## src/rtl/ticap_regs.svh

```systemverilog
// Register offsets, field positions and reset values of the timer capture block
`ifndef TICAP_REGS_SVH
`define TICAP_REGS_SVH

`define TICAP_OFF_T1CTL 12'h000
`define TICAP_OFF_T2CTL 12'h004
`define TICAP_OFF_CAPCTL 12'h008
`define TICAP_OFF_FLAGS 12'h00C
`define TICAP_OFF_IRQEN 12'h010
`define TICAP_OFF_DIR 12'h014
`define TICAP_OFF_PORTOUT 12'h018
`define TICAP_OFF_PORTIN 12'h01C
`define TICAP_OFF_T1CNT 12'h020
`define TICAP_OFF_T2CNT 12'h024
`define TICAP_OFF_CAPVAL 12'h028

`define TICAP_BIT_TMR_ON 0
`define TICAP_BIT_SRC_SEL 1
`define TICAP_BIT_OSC_EN 3
`define TICAP_BIT_CAP_TMR2 6
`define TICAP_BIT_CAP_FLAG 2
`define TICAP_BIT_CAP_PIN 2

`define TICAP_RST_CTL 8'h00
`define TICAP_RST_DIR 8'hFF
`define TICAP_RST_PORT 8'h00
`define TICAP_RST_CNT 16'h0000

`define TICAP_INSN_DIV 4
`endif

```

## src/rtl/ticap_pkg.sv

```systemverilog
// Types shared by the timer capture block
package ticap_pkg;
   typedef enum logic [1:0] {
      TICAP_EV_FALL,
      TICAP_EV_RISE,
      TICAP_EV_RISE4,
      TICAP_EV_RISE16
   } ticap_event_t;
   typedef logic [15:0] ticap_count_t;
endpackage

```

## src/rtl/ticap_top.sv

```systemverilog
// Timer pair with input capture unit behind an APB slave
`timescale 1ns/100ps
`include "ticap_regs.svh"
//Contract
// - Control bit 1 of the first timer control picks the count source.
// - Source bit zero: timer advances once per instruction cycle.
// - Source bit one: timer advances on external or oscillator rising edge.
// - Oscillator enable forces both oscillator pins to inputs reading zero.
// - Timer has a synchronous clear input, tied low at both timer instances.
// - Capture copies the selected sixteen-bit timer count into the pair.
// - Mode field selects falling, rising, every 4th or 16th rising edge.
// - Each capture sets the flag; only software clears it.
// - A newer capture overwrites an unread captured value.
// - Edge detector watches the pin level, so output writes can capture.
// - Second timer control bit 6 chooses which timer feeds capture.
// - Changing capture mode may spuriously set the flag.
// - Prescaler counter clears when the unit is off or not capturing.
// - Direct prescale change keeps the counter and may set the flag.
module ticap_top (
   // APB slave
   input wire logic pclk,
   input wire logic presetn,
   input wire logic psel,
   input wire logic penable,
   input wire logic pwrite,
   input wire logic [11:0] paddr,
   input wire logic [31:0] pwdata,
   output logic [31:0] prdata,
   output logic pready,
   output logic pslverr,
   // Port pins 0 to 2
   input wire logic [2:0] port_in,
   output logic [2:0] port_out,
   output logic [2:0] port_oe,
   // Capture status towards the core
   output logic capture_event_irq,
   output ticap_pkg::ticap_count_t capture_value_pair
);
   import ticap_pkg::*;

   logic [7:0] first_timer_control_q;
   logic [7:0] second_timer_control_q;
   logic [7:0] capture_control_q;
   logic [7:0] peripheral_flags_a_q;
   logic [7:0] peripheral_irq_enables_a_q;
   logic [7:0] port_c_direction_q;
   logic [7:0] port_latch_q;
   ticap_count_t capture_value_pair_q;
   logic [3:0] prescale_q;
   logic [1:0] insn_div_q;
   logic [2:0] pin_s1_q, pin_s2_q, pin_s3_q;
   logic [2:0] pin_lvl_q;
   logic capture_pin_prev_q;
   logic oscin_prev_q;

   logic wr_acc, rd_acc;
   logic count_source_select, low_freq_osc_enable;
   logic insn_tick, ext_rise, oscin_rise;
   logic cap_rise, cap_fall, cap_edge, cap_fire;
   logic cap_active, mode_change;
   logic capture_pin_lvl;
   logic [2:0] pin_mux;
   ticap_event_t ev_mode;
   ticap_count_t first_timer_count, second_timer_count, cap_src;
   logic [7:0] new_ctl;
   logic t1cnt_wr, t2cnt_wr, capctl_wr;
   logic first_on, second_on, cap_from_second, flag_set;
   logic [2:0] port_rd;
   logic [31:0] rd_mux;

   // Capture modes 4 to 7; any other value is off or not capturing
   function automatic logic is_capture(input logic [3:0] m);
      is_capture = (m[3:2] == 2'b01);
   endfunction

   // Low two mode bits pick the qualifying edge
   function automatic ticap_event_t ev_of(input logic [3:0] m);
      case (m[1:0])
         2'b00: ev_of = TICAP_EV_FALL;
         2'b01: ev_of = TICAP_EV_RISE;
         2'b10: ev_of = TICAP_EV_RISE4;
         default: ev_of = TICAP_EV_RISE16;
      endcase
   endfunction

   // Write strobe for one register offset, valid in the access cycle
   function automatic logic hit(input logic [11:0] off);
      hit = wr_acc && (paddr == off);
   endfunction

   // Strobes that feed ports and wires are made in a process, which
   // follows the bus; a bare call with a constant argument would not
   always_comb begin
      t1cnt_wr = hit(`TICAP_OFF_T1CNT);
      t2cnt_wr = hit(`TICAP_OFF_T2CNT);
      capctl_wr = hit(`TICAP_OFF_CAPCTL);
   end

   // APB answers in the access cycle, no wait states
   assign pready = 1'b1;
   assign wr_acc = psel && penable && pwrite;
   assign rd_acc = psel && !penable && !pwrite;
   assign new_ctl = pwdata[7:0];

   assign count_source_select =
      first_timer_control_q[`TICAP_BIT_SRC_SEL];
   assign low_freq_osc_enable = first_timer_control_q[`TICAP_BIT_OSC_EN];
   assign first_on = first_timer_control_q[`TICAP_BIT_TMR_ON];
   assign second_on = second_timer_control_q[`TICAP_BIT_TMR_ON];
   assign cap_from_second =
      second_timer_control_q[`TICAP_BIT_CAP_TMR2];

   // Timer controls
   always_ff @(posedge pclk or negedge presetn) begin
      if (!presetn) begin
         first_timer_control_q <= `TICAP_RST_CTL;
         second_timer_control_q <= `TICAP_RST_CTL;
      end else begin
         if (hit(`TICAP_OFF_T1CTL)) first_timer_control_q <= new_ctl;
         if (hit(`TICAP_OFF_T2CTL)) second_timer_control_q <= new_ctl;
      end
   end

   // Capture control and interrupt enable
   always_ff @(posedge pclk or negedge presetn) begin
      if (!presetn) begin
         capture_control_q <= `TICAP_RST_CTL;
         peripheral_irq_enables_a_q <= `TICAP_RST_CTL;
      end else begin
         if (capctl_wr) capture_control_q <= new_ctl;
         if (hit(`TICAP_OFF_IRQEN)) peripheral_irq_enables_a_q <= new_ctl;
      end
   end

   // Direction resets to all inputs so nothing is driven at power-up
   always_ff @(posedge pclk or negedge presetn) begin
      if (!presetn) begin
         port_c_direction_q <= `TICAP_RST_DIR;
         port_latch_q <= `TICAP_RST_PORT;
      end else begin
         if (hit(`TICAP_OFF_DIR)) port_c_direction_q <= new_ctl;
         if (hit(`TICAP_OFF_PORTOUT)) port_latch_q <= new_ctl;
      end
   end

   // Instruction cycle is four system clocks
   // Free running, so the tick phase does not depend on bus traffic
   always_ff @(posedge pclk or negedge presetn) begin
      if (!presetn) begin
         insn_div_q <= 2'b00;
      end else begin
         insn_div_q <= insn_div_q + 2'b01;
      end
   end
   assign insn_tick = (insn_div_q == 2'(`TICAP_INSN_DIV - 1));

   // Three-stage synchroniser on the pins
   // A level counts only once the second and third stages agree
   always_ff @(posedge pclk or negedge presetn) begin
      if (!presetn) begin
         pin_s1_q <= 3'h0;
         pin_s2_q <= 3'h0;
         pin_s3_q <= 3'h0;
         pin_lvl_q <= 3'h0;
      end else begin
         pin_s1_q <= pin_mux;
         pin_s2_q <= pin_s1_q;
         pin_s3_q <= pin_s2_q;
         for (int i = 0; i < 3; i++) begin
            if (pin_s2_q[i] == pin_s3_q[i]) pin_lvl_q[i] <= pin_s3_q[i];
         end
      end
   end

   // Pin level is what the capture sees, own drive included
   generate
      for (genvar g = 0; g < 3; g++) begin : g_pin
         assign pin_mux[g] = port_oe[g] ? port_out[g] : port_in[g];
         assign port_out[g] = port_latch_q[g];
         if (g < 2) begin : g_osc
            assign port_oe[g] = !port_c_direction_q[g] &&
               !low_freq_osc_enable;
         end else begin : g_cap
            assign port_oe[g] = !port_c_direction_q[g];
         end
      end
   endgenerate

   assign capture_pin_lvl = pin_lvl_q[`TICAP_BIT_CAP_PIN];

   // Edge detection on filtered levels; reset low like the idle pins
   always_ff @(posedge pclk or negedge presetn) begin
      if (!presetn) begin
         capture_pin_prev_q <= 1'b0;
      end else begin
         capture_pin_prev_q <= capture_pin_lvl;
      end
   end

   always_ff @(posedge pclk or negedge presetn) begin
      if (!presetn) begin
         oscin_prev_q <= 1'b0;
      end else begin
         oscin_prev_q <= pin_lvl_q[0];
      end
   end
   assign cap_rise = capture_pin_lvl && !capture_pin_prev_q;
   assign cap_fall = !capture_pin_lvl && capture_pin_prev_q;
   // Oscillator and external clock share pin 0 in this model
   assign oscin_rise = pin_lvl_q[0] && !oscin_prev_q;
   assign ext_rise = oscin_rise;

   // Both timers share the instruction tick and the pin 0 edges
   // Capture mode never restarts a timer, so the clear stays low
   ticap_timer u_first (
      .pclk(pclk),
      .presetn(presetn),
      .enable(first_on),
      .src_sel(count_source_select),
      .insn_tick(insn_tick),
      .ext_rise(ext_rise),
      .sync_clear(1'b0),
      .wr_en(t1cnt_wr),
      .wr_value(pwdata[15:0]),
      .count(first_timer_count)
   );

   ticap_timer u_second (
      .pclk(pclk),
      .presetn(presetn),
      .enable(second_on),
      .src_sel(second_timer_control_q[`TICAP_BIT_SRC_SEL]),
      .insn_tick(insn_tick),
      .ext_rise(ext_rise),
      .sync_clear(1'b0),
      .wr_en(t2cnt_wr),
      .wr_value(pwdata[15:0]),
      .count(second_timer_count)
   );

   // Capture source chosen in the second timer control
   assign cap_src = cap_from_second ?
      second_timer_count : first_timer_count;

   // Mode decode shared by the prescaler, the edge select and the flag
   assign cap_active = is_capture(capture_control_q[3:0]);
   assign ev_mode = ev_of(capture_control_q[3:0]);
   assign cap_edge = (ev_mode == TICAP_EV_FALL) ? cap_fall : cap_rise;

   // Mode rewrite while capturing may raise a false flag
   assign mode_change = capctl_wr && cap_active &&
      is_capture(new_ctl[3:0]) &&
      (new_ctl[3:0] != capture_control_q[3:0]);

   // Prescaler counter for the 4th and 16th edge modes
   // Only leaving capture clears it; a direct mode switch keeps the count
   always_ff @(posedge pclk or negedge presetn) begin
      if (!presetn) begin
         prescale_q <= 4'h0;
      end else if (!cap_active) begin
         prescale_q <= 4'h0;
      end else if (cap_edge) begin
         prescale_q <= prescale_q + 4'h1;
      end
   end

   // Prescaled modes fire on the edge that completes the count
   always_comb begin
      case (ev_mode)
         TICAP_EV_RISE4: cap_fire = cap_edge && (prescale_q[1:0] == 2'h3);
         TICAP_EV_RISE16: cap_fire = cap_edge && (prescale_q == 4'hF);
         default: cap_fire = cap_edge;
      endcase
      cap_fire = cap_fire && cap_active;
   end

   // Capture register, newest value wins
   // Nothing holds a capture off while the previous value is unread
   always_ff @(posedge pclk or negedge presetn) begin
      if (!presetn) begin
         capture_value_pair_q <= `TICAP_RST_CNT;
      end else if (cap_fire) begin
         capture_value_pair_q <= cap_src;
      end
   end

   // Real captures and mode rewrites share one set path
   assign flag_set = cap_fire || mode_change;

   // Flag: hardware set wins over software clear, so no event is lost
   always_ff @(posedge pclk or negedge presetn) begin
      if (!presetn) begin
         peripheral_flags_a_q <= `TICAP_RST_CTL;
      end else begin
         if (hit(`TICAP_OFF_FLAGS)) peripheral_flags_a_q <= new_ctl;
         if (flag_set) begin
            peripheral_flags_a_q[`TICAP_BIT_CAP_FLAG] <= 1'b1;
         end
      end
   end

   assign capture_value_pair = capture_value_pair_q;
   assign capture_event_irq =
      peripheral_flags_a_q[`TICAP_BIT_CAP_FLAG] &&
      peripheral_irq_enables_a_q[`TICAP_BIT_CAP_FLAG];
   // The slave never stalls and never reports an error
   assign pslverr = 1'b0;

   // Oscillator pins read low while the oscillator owns them
   assign port_rd = {capture_pin_lvl,
      pin_lvl_q[1:0] & {2{!low_freq_osc_enable}}};

   // Read data chosen from the setup-cycle address
   always_comb begin
      case (paddr)
         `TICAP_OFF_T1CTL: rd_mux = {24'h0, first_timer_control_q};
         `TICAP_OFF_T2CTL: rd_mux = {24'h0, second_timer_control_q};
         `TICAP_OFF_CAPCTL: rd_mux = {24'h0, capture_control_q};
         `TICAP_OFF_FLAGS: rd_mux = {24'h0, peripheral_flags_a_q};
         `TICAP_OFF_IRQEN: rd_mux = {24'h0, peripheral_irq_enables_a_q};
         `TICAP_OFF_DIR: rd_mux = {24'h0, port_c_direction_q};
         `TICAP_OFF_PORTOUT: rd_mux = {24'h0, port_latch_q};
         `TICAP_OFF_PORTIN: rd_mux = {29'h0, port_rd};
         `TICAP_OFF_T1CNT: rd_mux = {16'h0, first_timer_count};
         `TICAP_OFF_T2CNT: rd_mux = {16'h0, second_timer_count};
         `TICAP_OFF_CAPVAL: rd_mux = {16'h0, capture_value_pair_q};
         default: rd_mux = 32'h0000_0000;
      endcase
   end

   // Read data registered in the setup cycle, held until the next read
   always_ff @(posedge pclk or negedge presetn) begin
      if (!presetn) begin
         prdata <= 32'h0000_0000;
      end else if (rd_acc) begin
         prdata <= rd_mux;
      end
   end
endmodule

```

## src/rtl/ticap_timer.sv

```systemverilog
// Sixteen-bit timer with selectable count source and synchronous clear
`timescale 1ns/100ps
`include "ticap_regs.svh"
module ticap_timer (
   // Clock and reset
   input wire logic pclk,
   input wire logic presetn,
   // Control
   input wire logic enable,
   input wire logic src_sel,
   input wire logic insn_tick,
   input wire logic ext_rise,
   input wire logic sync_clear,
   input wire logic wr_en,
   input wire ticap_pkg::ticap_count_t wr_value,
   // Count
   output ticap_pkg::ticap_count_t count
);
   import ticap_pkg::*;
   ticap_count_t count_q;
   logic step;

   // Source selects instruction ticks or external rising edges
   assign step = enable && (src_sel ? ext_rise : insn_tick);

   always_ff @(posedge pclk or negedge presetn) begin
      if (!presetn) begin
         count_q <= `TICAP_RST_CNT;
      end else if (sync_clear) begin
         count_q <= `TICAP_RST_CNT;
      end else if (wr_en) begin
         count_q <= wr_value;
      end else if (step) begin
         count_q <= count_q + 16'h0001;
      end
   end

   assign count = count_q;
endmodule

```

## config.mk

```make
export PLATFORM = sky130hd
export DESIGN_NAME = ticap_top
export DESIGN_NICKNAME = d
export VERILOG_FILES = /design/src/rtl/ticap_pkg.sv /design/src/rtl/ticap_top.sv /design/src/rtl/ticap_timer.sv
export VERILOG_INCLUDE_DIRS = /design/src /design/src/rtl
export SDC_FILE = /design/constraint.sdc
export NUM_CORES = 1
export LEC_CHECK = 0
export BUFFER_PORTS_ARGS = -buffer_cell sky130_fd_sc_hd__buf_2
export CAP_MARGIN = 20
export CORE_ASPECT_RATIO = 1.2
export CORE_MARGIN = 2
export CORE_UTILIZATION = 55
export CTS_CLUSTER_SIZE = 25
export DETAILED_ROUTE_END_ITERATION = 6
export PLACE_DENSITY = 0.77
export SETUP_SLACK_MARGIN = 0.5
export SLEW_MARGIN = 30
export SYNTH_ARGS = -nofsm -noshare
export SYNTH_HDL_FRONTEND = slang
export SYNTH_SLANG_ARGS = --single-unit
```

## constraint.sdc

```tcl
create_clock -name pclk -period 2.3 [get_ports pclk]
set_input_delay 0.115 -clock pclk [delete_from_list [all_inputs] [get_ports pclk]]
set_output_delay 0.115 -clock pclk [all_outputs]
set_load 0.01 [all_outputs]
```

# Word-level counts from Yosys, hierarchy flattened

Cells that the tools add are included.
W data, S select, Z words.

Bitwise operators: 1
Muxes and demuxes: 18
Add/sub/neg operators: 4
Reduce and logical (&&, ||, !) cells: 43
Equality and inequality tests: 24

Operator list:

| operator                | count |
|---|---|
| $pmux W16 S11           | 1 |
| $mux W16                | 5 |
| $eq A12 B5 Y1 const B   | 4 |
| $eq A12 B6 Y1 const B   | 3 |
| $add A16 B1 Y16 const B | 2 |
| $logic_and A1 B1 Y1     | 27 |
| $eq A12 B4 Y1 const B   | 2 |
| $eq A12 B3 Y1 const B   | 1 |
| $logic_not A12 Y1       | 1 |
| $eq A2 B2 Y1 const B    | 5 |
| $logic_not A1 Y1        | 9 |
| $mux W4                 | 2 |
| $mux W1                 | 7 |
| $eq A2 B1 Y1 const B    | 3 |
| $pmux W2 S3             | 1 |
| $reduce_bool A2 Y1      | 3 |
| $add A4 B1 Y4 const B   | 1 |
| $eq A4 B4 Y1 const B    | 1 |
| $logic_not A2 Y1        | 2 |
| $ne A4 B4 Y1            | 1 |
| $eq A1 B1 Y1            | 3 |
| $mux W3                 | 1 |
| $add A2 B1 Y2 const B   | 1 |
| $and A2 B2 Y2           | 1 |
| 3 further kinds         | 3 |

Register bits: 156
Bits of input ports: 52
Word-level logic and storage cells: 112
Output and inout port bits: 57

# Logic depth before layout (Yosys ltp)

Word-level depth: 9
Depth in mapped cells: 8
Depth with buffers taken out: 6

# By module

Synthesis repeated with hierarchy kept, for this count alone.

Cell total of the unflattened synthesis: 710
Area, all modules: 7706.1 um2

Modules (own cells, without submodules):

| module      | cells an instance | area each (um2) | seq. area each (um2) | times used |
|---|---|---|---|---|
| ticap_top   | 494               | 5614.1          | 2712.6               | 1 |
| ticap_timer | 108               | 1046.0          | 400.4                | 2 |

# Worst setup path before layout

Ideal clock, no wire load.

Kind: reg-to-reg
Start point: register insn_div_q[0]
End point: register u_second.count_q[15], in the netlist u_second.count[15]
Clock period less this slack: 1.727 ns
Cell stages (with the launch flop): 7
Path buffers: 0
Setup time: 0.125 ns
Setup slack: 0.573 ns
Required time: 2.175 ns
Arrival time: 1.602 ns
Path through: dfrtp_1 > ha_1 > and3b_1 > o2111ai_2 > nor3_1 > xor2_1 > mux2_2

Cells in the longest elaborated chain, start to end: 4

RTL lines:

| item                                | line              | source |
|---|---|---|
| from (decl)                         | ticap_top.sv:50   | `logic [1:0] insn_div_q;` |
| from (signal assigned)              | ticap_top.sv:152  | `insn_div_q <= insn_div_q + 2'b01;` |
| $eq A2 B2 Y1                        | ticap_top.sv:155  | `` assign insn_tick = (insn_div_q == 2'(`TICAP_INSN_DIV - 1)); `` |
| $mux W1                             | ticap_timer.sv:24 | `assign step = enable && (src_sel ? ext_rise : insn_tick);` |
| $logic_and A1 B1 Y1                 | ticap_timer.sv:24 |  |
| $reduce_bool A2 Y1 (no source line) | n/a               |  |
| to (signal assigned)                | ticap_timer.sv:28 | `` count_q <= `TICAP_RST_CNT; `` |
| to (signal assigned)                | ticap_timer.sv:30 | `` count_q <= `TICAP_RST_CNT; `` |
| to (signal assigned)                | ticap_timer.sv:32 | `count_q <= wr_value;` |
| to (decl)                           | ticap_timer.sv:20 | `ticap_count_t count_q;` |

No other way between the ends.
A chain may end at the register's enable or synchronous reset.

# Final worst setup path

Start point: register insn_div_q[0]
End point: register u_second.count_q[7], in the netlist u_second.count[7]

Same word-level chain as after synthesis.

==> qor.yml <==
synth:
  synthCells: 673
  ys_seq_elements: 140
  synth_ff_type: "dfrtp_1"
  ys_warn_count: 0
  synth_top_cells_by_area: "dfrtp_1 (46%), mux2_2 (9.2%), mux2i_1 (5.8%)"
  netlist.area_leader.share: 0.456
  seq_area_frac_synth: 0.485
  yosysTopAreaCell: "dfrtp_1"
  netlist-cell-type-count: 70
  syn-cell-area_sq_um: 7250
  syn_avg_cell_area_sq_um: 10.8
  synth-edff-count: 0
  async_flop_share: 1.00
final_layout:
  seq_area_sq_um: 3510
  drive_gt1_frac: 0.303
  area.growth.synth_to_final_pct: 19.0
  final_area_sq_um: 8620
  antenna_cells: 0
  fillers: 946
  fin_nets: 832
  final_cells: 953
  multi_input_area_sq_um: 3490
  fin_util: 0.675
floorplan:
  row_count: 45
  ioPinCount: 109
  dieArea_sq_um: 14100
  die_y_microns: 130
  initial_utilization: 0.567
  core-area_sq_um: 12800
  die_x_microns: 109
timing:
  clock_skew_ns: 0.00968
  whs_ns: 0.0548
  worstMarginPinSlew_ns: 0.698
  layout_min_cycle_time_ns: 1.77
  hold_viol_final: 0
  finalSetupViolations: 0
  max_freq_mhz: 566
  min_period_over_period: 0.769
  rsz0062_at_grt: "true"
  finalMaxSlewViolations: 0
  fin_setup_tns_ns: 0
  relSlewSlack: 0.528
clocking:
  cts_tree: "built"
  htree_num_levels: 4
  clockRootBuffer: "clkbuf_16"
  cts_sinks: 140
  clk_latency_ns: 0.42
  clock_path_buffers: 2
  cts_buffers: 17
  cts.reportedPaths.clkPinSlew_ns: 0.06
critical_path:
  timing.rr.start: "insn_div_q[0]$_DFF_PN0_"
  cp.arrival_ns: 2.08
  path_max_fanout: 6
  worst_ep_required_time_ns: 2.61
  r2r-end: "u_second.count[7]$_DFFE_PN0P_"
  cp-end-kind: "register"
  startpoint: "insn_div_q[0]$_DFF_PN0_"
  crit_path_end: "u_second.count[7]$_DFFE_PN0P_"
  crit_path_start_kind: "register"
  worstSetupPathType: "reg -> reg"
  r2r_slack_ns: 0.53
  rr_worst_depth: 6
status:
  outcome: "completed"
global_route:
  grt_pass1_vias: 5660
  global_route.usage.total: 0.278
  grt_max_degree: 68
  grt_overflow: 0
  antenna_found_initial: 0
  grt_pass1_wl_microns: 29600
power_and_ir_drop:
  power.leakage_nw: 3.95
  powerDensity_nw_per_um2: 637
  ir_drop_mv: 0.391
placed_design:
  port_buffers: 74
  dp.cells: 907
  hpwl_microns: 13400
  placed_area_sq_um: 7860
  routabilityCongestion: 0.919
route:
  wl_microns: 18800
  wl_per_cell_microns: 19.7
  drc: 0
  first_iter_violations: 434
  dr_total_vias: 5720
  first_pass_iters: 5
  drtAntennaViolNets: 0
  vias_per_cell: 6.00
flow_run:
  max_cap_violations: 0
hold_path:
  hp-class: "in -> reg"
-- worst min-delay path by stage --
stage / slack, ns / to / startpoint / cells after the start
after floorplan: -0.18 / capture_control_q[0]$_DFFE_PN0N_ / presetn / 0
after global placement: 0.09 / u_second.count[12]$_DFFE_PN0P_ / presetn / 1
after detailed placement: 0.10 / u_second.count[12]$_DFFE_PN0P_ / presetn / 1
after CTS: 0.04 / u_first.count[2]$_DFFE_PN0P_ / pwdata[2] / 3
after global routing: 0.07 / u_first.count[7]$_DFFE_PN0P_ / pwdata[7] / 3
final: 0.05 / u_first.count[2]$_DFFE_PN0P_ / pwdata[2] / 3
-- synthesized netlist by cell type (all sizes together), types with 4 or more instances --
master and count:
ha 4, a21oi 33, nor4 4, nor2b 7, nor3 16, inv 7, nor2 44, dfstp 8
buf 39, xnor2 19, a22oi 7, xor2 15, and2 4, and4 5, mux2i 42, nand3 22
a211oi 6, nand4 5, o21ai 50, clkbuf 15, nand2 71, dfrtp 132, mux2 66, a31oi 5
-- kinds of logic (layout without fill, tap and decap cells) --
| logic type | count (synthesis) | count (layout) | share of synthesized area |
|---|---|---|---|
| other | 2 | 18 | 0.00104 |
| muxes | 111 | 111 | 0.174 |
| adders and majority gates | 7 | 7 | 0.0111 |
| buffers and inverters | 62 | 162 | 0.0480 |
| and+or+nand+nor | 197 | 197 | 0.140 |
| AOI/OAI and AO/OA | 120 | 120 | 0.100 |
| DFF | 140 | 140 | 0.485 |
| xor gates and xnor gates | 34 | 34 | 0.0411 |
-- worst max-delay path, cell delays in order, from the launching register on --
cell	delay (ns)
dfrtp_1	0.37
ha_1	0.21
and3b_2	0.25
o2111ai_4	0.30
nor3_1	0.11
xor2_1	0.16
mux2_2	0.26
-- registers in the layout (all words and copies together), names as in the netlist --
signal	flops
capture_control_q	8
capture_pin_prev_q	1
capture_value_pair	16
first_timer_control_q	8
insn_div_q	2
oscin_prev_q	1
peripheral_flags_a_q	8
peripheral_irq_enables_a_q	8
pin_lvl_q	3
pin_s1_q	3
pin_s2_q	3
pin_s3_q	3
port_c_direction_q	8
port_latch_q	8
prdata	16
prescale_q	4
second_timer_control_q	8
u_first.count	16
u_second.count	16
-- per-stage QoR --
step,worst slack [ns],total power [mW]
after floorplan,0.573,2.67
after global placement,0.324,2.80
after detailed placement,0.290,2.81
after CTS,0.537,5.52
after global routing,0.457,5.67
final,0.532,5.49
-- layout by cell type, fill, tap and decap left out, drive strengths merged, types with 2 or more instances in the layout --
cell type / netlist / layout
dfstp: 8 / 8
nor3: 16 / 16
a211oi: 6 / 6
nor2: 44 / 44
ha: 4 / 4
buf: 39 / 110
nor4: 4 / 4
clkinv: 1 / 3
a22oi: 7 / 7
nand4: 5 / 5
and2: 4 / 4
clkbuf: 15 / 26
a21o: 3 / 3
nor4b: 2 / 2
maj3: 3 / 3
dfrtp: 132 / 132
and3: 3 / 3
xnor2: 19 / 19
clkinvlp: 0 / 2
nand2b: 3 / 3
a31oi: 5 / 5
nor2b: 7 / 7
o21ai: 50 / 50
inv: 7 / 7
mux2i: 42 / 42
a21oi: 33 / 33
nand3: 22 / 22
a22o: 3 / 3
conb: 2 / 18
xor2: 15 / 15
mux2: 66 / 66
dlygate4sd3: 0 / 12
nand2: 71 / 71
and4: 5 / 5
mux4: 3 / 3
bufinv: 0 / 2
or4: 2 / 2
-- repair_timing --
| action | 4_1_cts | 5_1_grt |
|---|---|---|
| hold buffers | 12 | 0 |
| hold endpoints to repair | 67 | 0 |
| endpoints found under the setup margin | 3 | 29 |
| resized for setup | 2 | 9 |
| cloned | 0 | 0 |
| pin swaps | 1 | 2 |
| setup buffers | 2 | 0 |
-- where the power goes --
part           internal (mW)  leakage, nW  switching (mW)
Clock                   1.71        0.281            1.00
Sequential              2.47         1.77         0.00910
Combinational          0.101         1.90           0.200
-- per-layer routing --
metal,track usage,vias to the layer above,share of wire
met3,0.0574,40,0.058
met5,0,-,0
li1,-,2567,-
met2,0.472,234,0.51
met1,0.345,2879,0.40
met4,0.115,0,0.030
-- area by class of cell --
| class | instances | share of cell area |
|---|---|---|
| Multi-Input combinational cell | 487 | 0.405 |
| Sequential cell | 140 | 0.407 |
| Clock inverter | 6 | 0.00987 |
| Timing Repair Buffer | 122 | 0.0927 |
| Clock buffer | 26 | 0.0579 |
| Inverter | 8 | 0.00348 |
| Tap cell | 164 | 0.0238 |
Power figures use the tool's default switching activity.
